`src/include/slc_cfg.svh`:
```
// Constants for the serial link control register bank: offsets, field
// positions, reset values, encodings and pipeline depths.
// Assumes it is included by the package and the top module, by bare name.
//
// Overview of operation
// Marker bit replaces sample LSB when enabled
// Marker latency equals sample path latency
// Enabled marker leaves seven data bits above
// Alignment sequence always reports zero control bits
// Software enables marker receiver alongside insertion
// Link enable resets to one, writable
// Software disables link before reconfiguring it
// Disabled link held reset, serializers powered down
// Disabled link has its clocks gated off
// Disabled link holds multiframe counter reset
// Calibration enabled before link enable set
// Link disabled before calibration enable cleared
// Eight-bit link mode, resets to 0x02
// Mode changes only while link, calibration off
// Only modes permitted by lock accepted
// Frames register holds K-1, resets 0x1F
// Software programs K legal for mode
// 64b/66b modes use K = 256*E/F
// Sync request bit resets one, zero requests
// Software request combines with selected pin
// Stuck-low selected pin keeps request asserted
// Select 0 pin, 1 marker, 2 software
// Reserved bits reset zero, store as written
`ifndef SLC_CFG_SVH
`define SLC_CFG_SVH

// ----------------------------------------------------------------------
// Register offsets
// ----------------------------------------------------------------------
`define SLC_ADDR_W 12
`define SLC_OFS_SAMPLE_LSB_CONTROL 12'h160
`define SLC_OFS_LINK_ENABLE 12'h200
`define SLC_OFS_LINK_MODE 12'h201
`define SLC_OFS_FRAMES_M1 12'h202
`define SLC_OFS_SW_SYNC 12'h203
`define SLC_OFS_SYNC_CONTROL 12'h204

// ----------------------------------------------------------------------
// Reset values and field positions
// ----------------------------------------------------------------------
`define SLC_RST_SAMPLE_LSB_CONTROL 8'h00
`define SLC_RST_LINK_ENABLE 8'h01
`define SLC_RST_LINK_MODE 8'h02
`define SLC_RST_FRAMES_M1 8'h1F
`define SLC_RST_SW_SYNC 8'h01
`define SLC_RST_SYNC_CONTROL 8'h00
`define SLC_BIT_MARKER_EN 0
`define SLC_BIT_LINK_EN 0
`define SLC_BIT_SW_SYNC 0
`define SLC_SYNC_SEL_HI 3
`define SLC_SYNC_SEL_LO 2

// ----------------------------------------------------------------------
// Encodings, mode thresholds, depths
// ----------------------------------------------------------------------
`define SLC_SEL_PIN 2'h0
`define SLC_SEL_MARKER 2'h1
`define SLC_SEL_SOFTWARE 2'h2
`define SLC_MODE_64B_FIRST 8'h20
`define SLC_MODE_LOCK_MAX 8'h0F
`define SLC_K_64B_SCALE 8'h00
`define SLC_SYNC_STAGES 2

`endif

```
`src/include/slc_pkg.sv`:
```
// Types shared by the serial link control register bank.
// Assumes the constants header sits beside it on the include path.
package slc_pkg;
    `include "slc_cfg.svh"

    // Source of the link synchronization request
    typedef enum logic [1:0] {
        SLC_SRC_PIN = `SLC_SEL_PIN,
        SLC_SRC_MARKER = `SLC_SEL_MARKER,
        SLC_SRC_SOFTWARE = `SLC_SEL_SOFTWARE,
        SLC_SRC_NONE = 2'h3
    } slc_sync_src_t;

    // Whole state of the top module
    typedef struct packed {
        logic [7:0] sampleLsbControl;
        logic [7:0] linkSubsystemEnable;
        logic [7:0] linkModeSelect;
        logic [7:0] framesPerMultiframeMinusOne;
        logic [7:0] softwareSyncRequest;
        logic [7:0] syncControl;
        logic [7:0] rdData;
        logic linkReset;
        logic serializerPowerDown;
        logic linkClockEnable;
        logic multiframeCounterReset;
        logic syncRequest;
        logic [7:0] sampleOut;
        logic [1:0] ilaControlBits;
        logic modeIs64b;
        logic [9:0] framesPerMultiframe;
    } slc_state_t;
endpackage : slc_pkg

```
`src/rtl/slc_sync_2ff.sv`:
```
// Two-flop synchroniser for a bundle of unrelated pin levels.
// Assumes each bit is a slow level; no bit-to-bit coherence is promised.
`timescale 1ns/10ps
`default_nettype none
module slc_sync_2ff #(
    parameter int W = 2
) (
    // Clock and reset
    input wire logic clk,
    input wire logic rst_n,
    // Asynchronous levels in, synchronised levels out
    input wire logic [W-1:0] asyncIn,
    output logic [W-1:0] syncOut
);
    // Metastable stage feeds only the stable stage
    typedef struct packed {
        logic [W-1:0] meta;
        logic [W-1:0] stable;
    } slc_sync_state_t;

    slc_sync_state_t q, d;

    // ------------------------------------------------------------------
    // Next state
    // ------------------------------------------------------------------
    always_comb begin
        d.meta = asyncIn;
        d.stable = q.meta;
    end

    // ------------------------------------------------------------------
    // Registers; the sync pin idles high, so reset to ones avoids a false request
    // ------------------------------------------------------------------
    always_ff @(posedge clk or negedge rst_n) begin
        if (!rst_n) begin
            q <= '1;
        end else begin
            q <= d;
        end
    end

    assign syncOut = q.stable;
endmodule : slc_sync_2ff
`default_nettype wire

```
`src/rtl/slc_delay_line.sv`:
```
// Fixed-depth register delay line used to balance path latencies.
// Assumes DEPTH of at least one; every stage runs on every edge.
`timescale 1ns/10ps
`default_nettype none
module slc_delay_line #(
    parameter int W = 8,
    parameter int DEPTH = 2
) (
    // Clock and reset
    input wire logic clk,
    input wire logic rst_n,
    // Data in, data out DEPTH cycles later
    input wire logic [W-1:0] dataIn,
    output logic [W-1:0] dataOut
);
    // All stages held in one packed struct
    typedef struct packed {
        logic [DEPTH-1:0][W-1:0] stage;
    } slc_delay_state_t;

    slc_delay_state_t q, d;

    // ------------------------------------------------------------------
    // Shift one stage per edge
    // ------------------------------------------------------------------
    always_comb begin
        d.stage[0] = dataIn;
        for (int i = 1; i < DEPTH; i++) begin
            d.stage[i] = q.stage[i-1];
        end
    end

    // ------------------------------------------------------------------
    // Registers
    // ------------------------------------------------------------------
    always_ff @(posedge clk or negedge rst_n) begin
        if (!rst_n) begin
            q <= '0;
        end else begin
            q <= d;
        end
    end

    assign dataOut = q.stage[DEPTH-1];
endmodule : slc_delay_line
`default_nettype wire

```
`src/rtl/slc_regs.sv`:
```
// Serial link control register bank: marker insertion on the sample LSB,
// link enable with its reset and power side effects, mode and K, and the
// synchronization request combiner.
// Assumes a same-clock register port, same-clock sample and status
// inputs, and asynchronous sync and marker pins.
`timescale 1ns/10ps
`default_nettype none
`include "slc_cfg.svh"
module slc_regs (
    // Clock and reset
    input wire logic clk,
    input wire logic rst_n,
    // Register port
    input wire logic [11:0] addr,
    input wire logic [7:0] wrData,
    input wire logic wrEn,
    input wire logic rdEn,
    output logic [7:0] rdData,
    // Status from neighbouring blocks, same clock
    input wire logic calEnable,
    input wire logic modeLockEn,
    input wire logic ilaActive,
    input wire logic [7:0] linkE,
    input wire logic [7:0] linkF,
    // Converter samples, same clock
    input wire logic [7:0] sampleIn,
    // Asynchronous pins
    input wire logic dedicatedSyncPin_n,
    input wire logic markerPin,
    // Sample stream toward the link
    output logic [7:0] sampleOut,
    output logic [1:0] ilaControlBits,
    // Link subsystem controls
    output logic linkReset,
    output logic serializerPowerDown,
    output logic linkClockEnable,
    output logic multiframeCounterReset,
    output logic syncRequest,
    output logic [7:0] linkModeSelect,
    output logic modeIs64b,
    output logic [9:0] framesPerMultiframe
);
    import slc_pkg::*;

    slc_state_t q, d;              // Whole block state
    logic [1:0] pinSync;           // Synchronised sync pin and marker pin
    logic syncPinLow;              // Dedicated pin requesting
    logic markerLevel;             // Synchronised marker level
    logic [7:0] sampleAligned;     // Sample delayed to meet the marker
    logic linkOn;                  // Stored link enable
    logic modeWriteOk;             // Mode write allowed now
    logic modeAllowed;             // Candidate mode passes the lock
    logic pinRequest;              // Request from the selected pin
    slc_sync_src_t syncSrc;        // Selected request source
    logic [15:0] kQuot;            // 256*E/F before narrowing

    // ------------------------------------------------------------------
    // Pin synchronisers and latency balance
    // ------------------------------------------------------------------
    // Both pins share one synchroniser; each bit is a slow level.
    slc_sync_2ff #(
        .W(2)
    ) uPinSync (
        .clk(clk),
        .rst_n(rst_n),
        .asyncIn({dedicatedSyncPin_n, markerPin}),
        .syncOut(pinSync)
    );

    assign syncPinLow = ~pinSync[1];
    assign markerLevel = pinSync[0];
    // Marker stage also resets high; harmless, since insertion and the
    // marker source select are both off straight after reset.

    // Sample waits as long as the marker spends in the synchroniser
    slc_delay_line #(
        .W(8),
        .DEPTH(`SLC_SYNC_STAGES)
    ) uSampleDelay (
        .clk(clk),
        .rst_n(rst_n),
        .dataIn(sampleIn),
        .dataOut(sampleAligned)
    );

    // ------------------------------------------------------------------
    // Next-state logic
    // ------------------------------------------------------------------
    assign linkOn = q.linkSubsystemEnable[`SLC_BIT_LINK_EN];
    // Code 3 has no pin behind it, so it behaves like software only
    assign syncSrc = slc_sync_src_t'(q.syncControl[`SLC_SYNC_SEL_HI:`SLC_SYNC_SEL_LO]);

    always_comb begin
        d = q;
        // Read data stand for one cycle only
        d.rdData = 8'h00;

        // Lock caps the permitted mode codes
        modeAllowed = !modeLockEn || (wrData <= `SLC_MODE_LOCK_MAX);
        // Mode changes refused while the link or calibration runs
        modeWriteOk = !linkOn && !calEnable && modeAllowed;

        // Register writes; reserved bits stored as written
        if (wrEn) begin
            case (addr)
                `SLC_OFS_SAMPLE_LSB_CONTROL: begin
                    d.sampleLsbControl = wrData;
                end
                `SLC_OFS_LINK_ENABLE: begin
                    d.linkSubsystemEnable = wrData;
                end
                `SLC_OFS_LINK_MODE: begin
                    if (modeWriteOk) begin
                        d.linkModeSelect = wrData;
                    end
                end
                `SLC_OFS_FRAMES_M1: begin
                    d.framesPerMultiframeMinusOne = wrData;
                end
                `SLC_OFS_SW_SYNC: begin
                    d.softwareSyncRequest = wrData;
                end
                `SLC_OFS_SYNC_CONTROL: begin
                    d.syncControl = wrData;
                end
                default: begin
                    // Unmapped writes are dropped
                end
            endcase
        end

        // Register reads, answered next cycle
        if (rdEn) begin
            case (addr)
                `SLC_OFS_SAMPLE_LSB_CONTROL: d.rdData = q.sampleLsbControl;
                `SLC_OFS_LINK_ENABLE: d.rdData = q.linkSubsystemEnable;
                `SLC_OFS_LINK_MODE: d.rdData = q.linkModeSelect;
                `SLC_OFS_FRAMES_M1: d.rdData = q.framesPerMultiframeMinusOne;
                `SLC_OFS_SW_SYNC: d.rdData = q.softwareSyncRequest;
                `SLC_OFS_SYNC_CONTROL: d.rdData = q.syncControl;
                default: d.rdData = 8'h00;
            endcase
        end

        // Disabled link: reset, powered down, no clocks, counter held reset
        d.linkReset = !linkOn;
        d.serializerPowerDown = !linkOn;
        d.linkClockEnable = linkOn;
        d.multiframeCounterReset = !linkOn;

        // Selected pin source; software-only selection releases the pin
        case (syncSrc)
            SLC_SRC_PIN: pinRequest = syncPinLow;
            SLC_SRC_MARKER: pinRequest = !markerLevel;
            SLC_SRC_SOFTWARE: pinRequest = 1'b0;
            default: pinRequest = 1'b0;
        endcase
        // Software bit always able to request, ORed with the pin
        d.syncRequest = !q.softwareSyncRequest[`SLC_BIT_SW_SYNC] || pinRequest;

        // Marker takes the LSB, seven data bits kept above it
        if (q.sampleLsbControl[`SLC_BIT_MARKER_EN]) begin
            d.sampleOut = {sampleAligned[7:1], markerLevel};
        end else begin
            d.sampleOut = sampleAligned;
        end

        // Alignment sequence never advertises the control bit
        if (ilaActive) begin
            d.ilaControlBits = 2'h0;
        end else begin
            d.ilaControlBits = {1'b0, q.sampleLsbControl[`SLC_BIT_MARKER_EN]};
        end

        // K from the register, or from E and F in 64b/66b modes
        d.modeIs64b = (q.linkModeSelect >= `SLC_MODE_64B_FIRST);
        // Zero F would divide by zero; K then reads as zero instead
        kQuot = 16'h0000;
        if (linkF != 8'h00) begin
            kQuot = {linkE, `SLC_K_64B_SCALE} / {8'h00, linkF};
        end
        if (d.modeIs64b) begin
            d.framesPerMultiframe = kQuot[9:0];
        end else begin
            d.framesPerMultiframe = {2'h0, q.framesPerMultiframeMinusOne} + 10'h001;
        end
    end

    // ------------------------------------------------------------------
    // State register
    // ------------------------------------------------------------------
    // Outputs reset to the disabled-free state the link enable implies.
    always_ff @(posedge clk or negedge rst_n) begin
        if (!rst_n) begin
            q.sampleLsbControl <= `SLC_RST_SAMPLE_LSB_CONTROL;
            q.linkSubsystemEnable <= `SLC_RST_LINK_ENABLE;
            q.linkModeSelect <= `SLC_RST_LINK_MODE;
            q.framesPerMultiframeMinusOne <= `SLC_RST_FRAMES_M1;
            q.softwareSyncRequest <= `SLC_RST_SW_SYNC;
            q.syncControl <= `SLC_RST_SYNC_CONTROL;
            q.rdData <= 8'h00;
            q.linkReset <= 1'b0;
            q.serializerPowerDown <= 1'b0;
            q.linkClockEnable <= 1'b1;
            q.multiframeCounterReset <= 1'b0;
            q.syncRequest <= 1'b0;
            q.sampleOut <= 8'h00;
            q.ilaControlBits <= 2'h0;
            q.modeIs64b <= 1'b0;
            q.framesPerMultiframe <= 10'h020;
        end else begin
            q <= d;
        end
    end

    // ------------------------------------------------------------------
    // Outputs, all straight from the state register
    // ------------------------------------------------------------------
    assign rdData = q.rdData;
    assign sampleOut = q.sampleOut;
    assign ilaControlBits = q.ilaControlBits;
    assign linkReset = q.linkReset;
    assign serializerPowerDown = q.serializerPowerDown;
    assign linkClockEnable = q.linkClockEnable;
    assign multiframeCounterReset = q.multiframeCounterReset;
    assign syncRequest = q.syncRequest;
    assign linkModeSelect = q.linkModeSelect;
    assign modeIs64b = q.modeIs64b;
    assign framesPerMultiframe = q.framesPerMultiframe;
endmodule : slc_regs
`default_nettype wire

```
`config.mk`:
```
export PLATFORM = sky130hd
export DESIGN_NAME = slc_regs
export DESIGN_NICKNAME = d
export VERILOG_FILES = /design/src/include/slc_pkg.sv /design/src/rtl/slc_sync_2ff.sv /design/src/rtl/slc_delay_line.sv /design/src/rtl/slc_regs.sv
export VERILOG_INCLUDE_DIRS = /design/src /design/src/include
export SDC_FILE = /design/constraint.sdc
export NUM_CORES = 1
export LEC_CHECK = 0
export BUFFER_PORTS_ARGS = -buffer_cell sky130_fd_sc_hd__buf_4
export CAP_MARGIN = 20
export CORE_MARGIN = 2
export CORE_UTILIZATION = 33
export CTS_CLUSTER_SIZE = 25
export DETAILED_ROUTE_END_ITERATION = 8
export PLACE_DENSITY = 0.56
export SYNTH_ARGS = -nofsm -noshare
export SYNTH_HDL_FRONTEND = slang
export SYNTH_HIERARCHICAL = 1
export SYNTH_SLANG_ARGS = --single-unit
export TNS_END_PERCENT = 1
```
`constraint.sdc`:
```
create_clock -name clk -period 4.33 [get_ports clk]
set_clock_uncertainty 0.2 [all_clocks]
set_input_delay 0.6495 -clock clk [delete_from_list [all_inputs] [get_ports clk]]
set_output_delay 0.6495 -clock clk [all_outputs]
set_load 0.01 [all_outputs]
```
* Yosys cells after proc, flatten, opt, wreduce, memory -nomap -nowiden *
Cells that the tools add are included.

storage, ports and cells
  flip-flop bits (word level) = 100
  bits of input ports = 53
  output and inout bits = 42
  word-level logic and storage cells = 54

cells by class
  $add $sub $neg = 1
  divide/modulo/power cells = 1
  $lt $le $gt $ge = 2
  equality and inequality tests = 7
  multiplexer cells = 7
  bitwise operators = 1
  reductions and logical operators = 17

operators with widths
  operator                count
  $eq A12 B10 Y1 const B  5
  $pmux W8 S6             1
  $mux W10                2
  $div A16 B8 Y16         1
  $eq A12 B9 Y1 const B   1
  $reduce_and A2 Y1       5
  $add A8 B1 Y9 const B   1
  $ge A8 B6 Y1 const B    1
  $le A8 B4 Y1 const B    1
  $mux W8                 1
  $reduce_bool A8 Y1      1
  $logic_not A1 Y1        5
  $reduce_and A3 Y1       1
  $eq A2 B1 Y1 const B    1
  $logic_and A1 B1 Y1     2
  $logic_not A2 Y1        1
  $logic_or A1 B1 Y1      2
  $mux W1                 2
  $pmux W1 S2             1
  $not A1 Y1              1

* Depth between registers and ports, before layout *
  depth after elaboration = 4
  depth in mapped cells = 141

* Modules after synthesis *
Netlist, hierarchy kept.

by module, submodules not included
  module          instances  cells each  area each (um^2)  sequential area each (um^2)
  slc_regs        1          1,065       9,340.2           1,989.4
  slc_delay_line  1          16          400.4             400.4
  slc_sync_2ff    1          4           105.1             105.1

* Worst setup path after synthesis *
OpenSTA, ideal clock, no wires.

  kind = input to register
  from = input port linkF[0]
  to = register, netlist name framesPerMultiframe[0]
  setup time = 142 ps
  arrival = 28,879 ps
  setup slack = -24,891 ps
  cell stages on the path = 130
  buffers on the path = 7
  path through = buf_2 inv_1 clkbuf_1 ha_1 o21bai_1 o21ai_0 o31ai_1 ha_1 or4b_2 o211ai_1 o211ai_2 ha_1 nor4bb_1 a31oi_1 a211oi_2 mux2i_1 inv_2 ha_1 [... 94 more ...] mux2_2 ha_1 o21a_1 o21a_1 o21a_1 o21a_1 o21a_1 o21ai_0 nand2b_1 a211o_1 nor3_4 mux2_4 ha_1 a21o_1 a21o_1 a2111oi_0 o2111a_1 a41oi_1

RTL lines
  what             line            RTL
  start, declared  slc_regs.sv:24  input wire logic [7:0] linkF,

==> flow_summary.json <==
{
  "synth_nets": 1233,
  "numCtsBuffers": 9,
  "cp_slowest_cell": "or4b_2",
  "antenna_left": 0,
  "std_cell_rows": 63,
  "clock-sinks": 99,
  "grt_pass1_vias": 10200,
  "fin_area_um2": 15000,
  "status": "finished, violations left",
  "ys_seq_elements": 99,
  "hpwl_um": 25100,
  "placed_area_um2": 14000,
  "finalCritPeriodShare_pct": 579,
  "drt_iter0_markers": 492,
  "ys_seq_area_share_pct": 25.3,
  "r2r_start": "linkModeSelect[5]$_DFFE_PN0P_",
  "synth_edf_count": 0,
  "setup_viol": 10,
  "crit_start": "linkF[7]",
  "utilization_pct": 50.9,
  "finalWorstSetupSlack_ns": -20.73,
  "postSynthAreaPerCell_um2": 9.07,
  "netlist_instances": 1085,
  "io_pins": 95,
  "dieArea_um2": 31200,
  "timing.fmax_ghz": 0.0399,
  "cp.required_ns": 4.33,
  "root_buffer": "clkbuf_16",
  "cp.arrival_ns": 25.06,
  "finalCriticalPeriod_ns": 25.06,
  "synthDistinctLibCells": 104,
  "wl_per_cell_um": 16.0,
  "worst-path-stages": 133,
  "cp-start-kind": "input port",
  "cts_max_path_buffers": 2,
  "path_delay_family": "compound AO/OA/AOI/OAI gates",
  "drive_gt1_share_pct": 50.2,
  "vias": 10000,
  "cts_hold_buf": 0,
  "path_class": "in2reg",
  "tns_ns": -126.73,
  "htreeDepth": 3,
  "totalWireLength_um": 31300,
  "worst_pin_slew_ns": 0.699,
  "dieHeight_um": 177,
  "ys_warn_count": 6,
  "cp-end-kind": "flip-flop",
  "cp_slowest_stage_delay_ns": 0.60,
  "path_max_fanout": 7,
  "initial_core_util_pct": 33.4,
  "r2r_slack_ns": 2.09,
  "ys.flop_type": "dfrtp_1",
  "grt_usage_pct": 20.2,
  "layout.nets": 1707,
  "hold_class": "in2async",
  "grt_pass1_wl_um": 51600,
  "cts_tree": "yes",
  "slew_headroom_pct": 52.8,
  "rsz0062_at_grt": "true",
  "worstRegToRegCells": 6,
  "antenna_found_initial": 0,
  "instances_no_fill": 1954,
  "dieWidth_um": 177,
  "route.detailed.drc": 0,
  "dp.cells": 1894,
  "clkTransAtPathRegs_ns": 0.07,
  "timing.rr.end": "framesPerMultiframe[0]$_DFF_PN0_",
  "gr-total-overflow": 0,
  "final_hold_viol_count": 0,
  "insertedDiodeCount": 0,
  "synth_area_um2": 9850,
  "core-area_um2": 29500,
  "gp_congestion": 0.862,
  "maxSlewViolCount": 0,
  "io_buffers": 93,
  "routed_via_density": 5.14,
  "grt_max_degree": 41,
  "violations": "negative setup slack",
  "maxCapViolations": 0,
  "synthToLayoutAreaGrowth_pct": 52.4,
  "path_buf_inv": 13,
  "critPathMostFrequentCell": "o21a_1",
  "clock_latency_ns": 0.34,
  "endpoint": "framesPerMultiframe[0]$_DFF_PN0_",
  "first_pass_iters": 7,
  "async_flop_share_pct": 100
}
Yosys cell counts, drive strengths merged (8+ instances only):
| cell | n | area share (%) |
|---|---|---|
| o21bai | 8 | 0.61 |
| a31oi | 12 | 1.1 |
| nor3 | 42 | 2.4 |
| mux2 | 78 | 9.2 |
| o21a | 33 | 2.5 |
| clkbuf | 20 | 0.76 |
| o211ai | 11 | 1.0 |
| dfstp | 14 | 3.7 |
| ha | 94 | 12 |
| o21ai | 64 | 3.3 |
| o22ai | 10 | 0.64 |
| nand2b | 14 | 0.89 |
| a21oi | 60 | 3.2 |
| and2 | 10 | 0.66 |
| dfrtp | 85 | 22 |
| xor2 | 19 | 1.7 |
| a22oi | 12 | 0.97 |
| inv | 36 | 1.4 |
| a21o | 28 | 2.1 |
| nand2 | 59 | 2.3 |
| mux2i | 10 | 1.1 |
| o31ai | 18 | 1.4 |
| nand3 | 21 | 1.2 |
| nor2b | 13 | 0.83 |
| xnor2 | 35 | 3.1 |
| buf | 45 | 3.4 |
| nand4 | 10 | 0.64 |
| a221oi | 10 | 0.95 |
| nor2 | 80 | 3.1 |
| and3 | 13 | 0.83 |
worst min-delay path by stage:
stage / startpoint / end / slack, ns
2_1_floorplan: uSampleDelay/dataOut[1]$_DFF_PN0_ / sampleOut[1]$_DFF_PN0_ / 0.13
3_3_place_gp: uSampleDelay/dataOut[4]$_DFF_PN0_ / sampleOut[4]$_DFF_PN0_ / 0.13
3_5_place_dp: uSampleDelay/d[9]$_DFF_PN0_ / uSampleDelay/dataOut[1]$_DFF_PN0_ / 0.14
4_1_cts: rst_n / uSampleDelay/d[8]$_DFF_PN0_ / 0.03
5_1_grt: rst_n / uSampleDelay/d[8]$_DFF_PN0_ / 0.04
6_report: rst_n / uSampleDelay/d[8]$_DFF_PN0_ / 0.02
cell type report:
cell class | instances | area [um^2]
fillers | 2770 | 14500
multi-input cells | 885 | 7610
repair buffers | 527 | 3970
flip-flops and latches | 99 | 2490
well taps | 390 | 488
clock buffers | 10 | 229
inverters | 37 | 139
clock inverters | 6 | 73.8
kinds of logic after synthesis:
kind of cell	count (synthesis)	share of synthesized area, %
flip-flops	99	25.3
adder cells (fa/ha/maj)	95	12.1
other	1	0.0381
multiplexers	88	10.3
buffers and inverters	102	5.60
AND/OR/NAND/NOR	307	16.7
AO/OA/AOI/OAI	339	25.0
XOR/XNOR	54	4.80
state kept, by name, indices dropped and copies added, names as in the netlist, 8 cells and up:
name / count
framesPerMultiframe: 10
linkModeSelect: 8
q: 39
rdData: 8
sampleOut: 8
uSampleDelay/d: 8
uSampleDelay/dataOut: 8
cell usage in the layout, fill, tap and decap left out, drive strengths merged, types with 11 or more instances in the layout:
cell,count
o31ai,18
o21ai,64
o21a,33
buf,527
nand3,21
a21oi,60
dfrtp,85
dfstp,14
o211ai,11
and3,13
xor2,19
nand2,59
nor2,80
mux2,78
a21o,28
xnor2,35
ha,94
a31oi,12
nor3,42
a22oi,12
inv,38
nor2b,13
nand2b,14
worst reg2reg max path, delay by kind of cell (launching register included):
family	cells	cell delay, ns
AOI/OAI and AO/OA	4	0.71
DFF	1	0.43
buffers and inverters	1	0.26
and+or+nand+nor	1	0.56
repair_timing:
action / 4_1_cts / 5_1_grt
setup endpoints to repair: 10 / 10
resized for setup: 53 / 21
setup buffers: 30 / 13
pin swaps: 50 / 48
cloned: 1 / 0
routing by layer:
metal	track usage, %	part of all wire [%]
met1	26.5	46
met3	1.57	2.4
met2	36.3	49
met4	4.24	1.9
met5	0	0
stage by stage:
step | hold slack (ns) | worst slack, ns
finish | 0.0230 | -20.73
global route | 0.0399 | -22.20
CTS | 0.0327 | -20.84
detailed placement | 0.136 | -22.05
global placement | 0.132 | -21.59
floorplan | 0.131 | -21.56
Power is left out: the tool's default activity adds up to more than one toggle a clock period on the data nets, which glitch-free logic cannot reach.
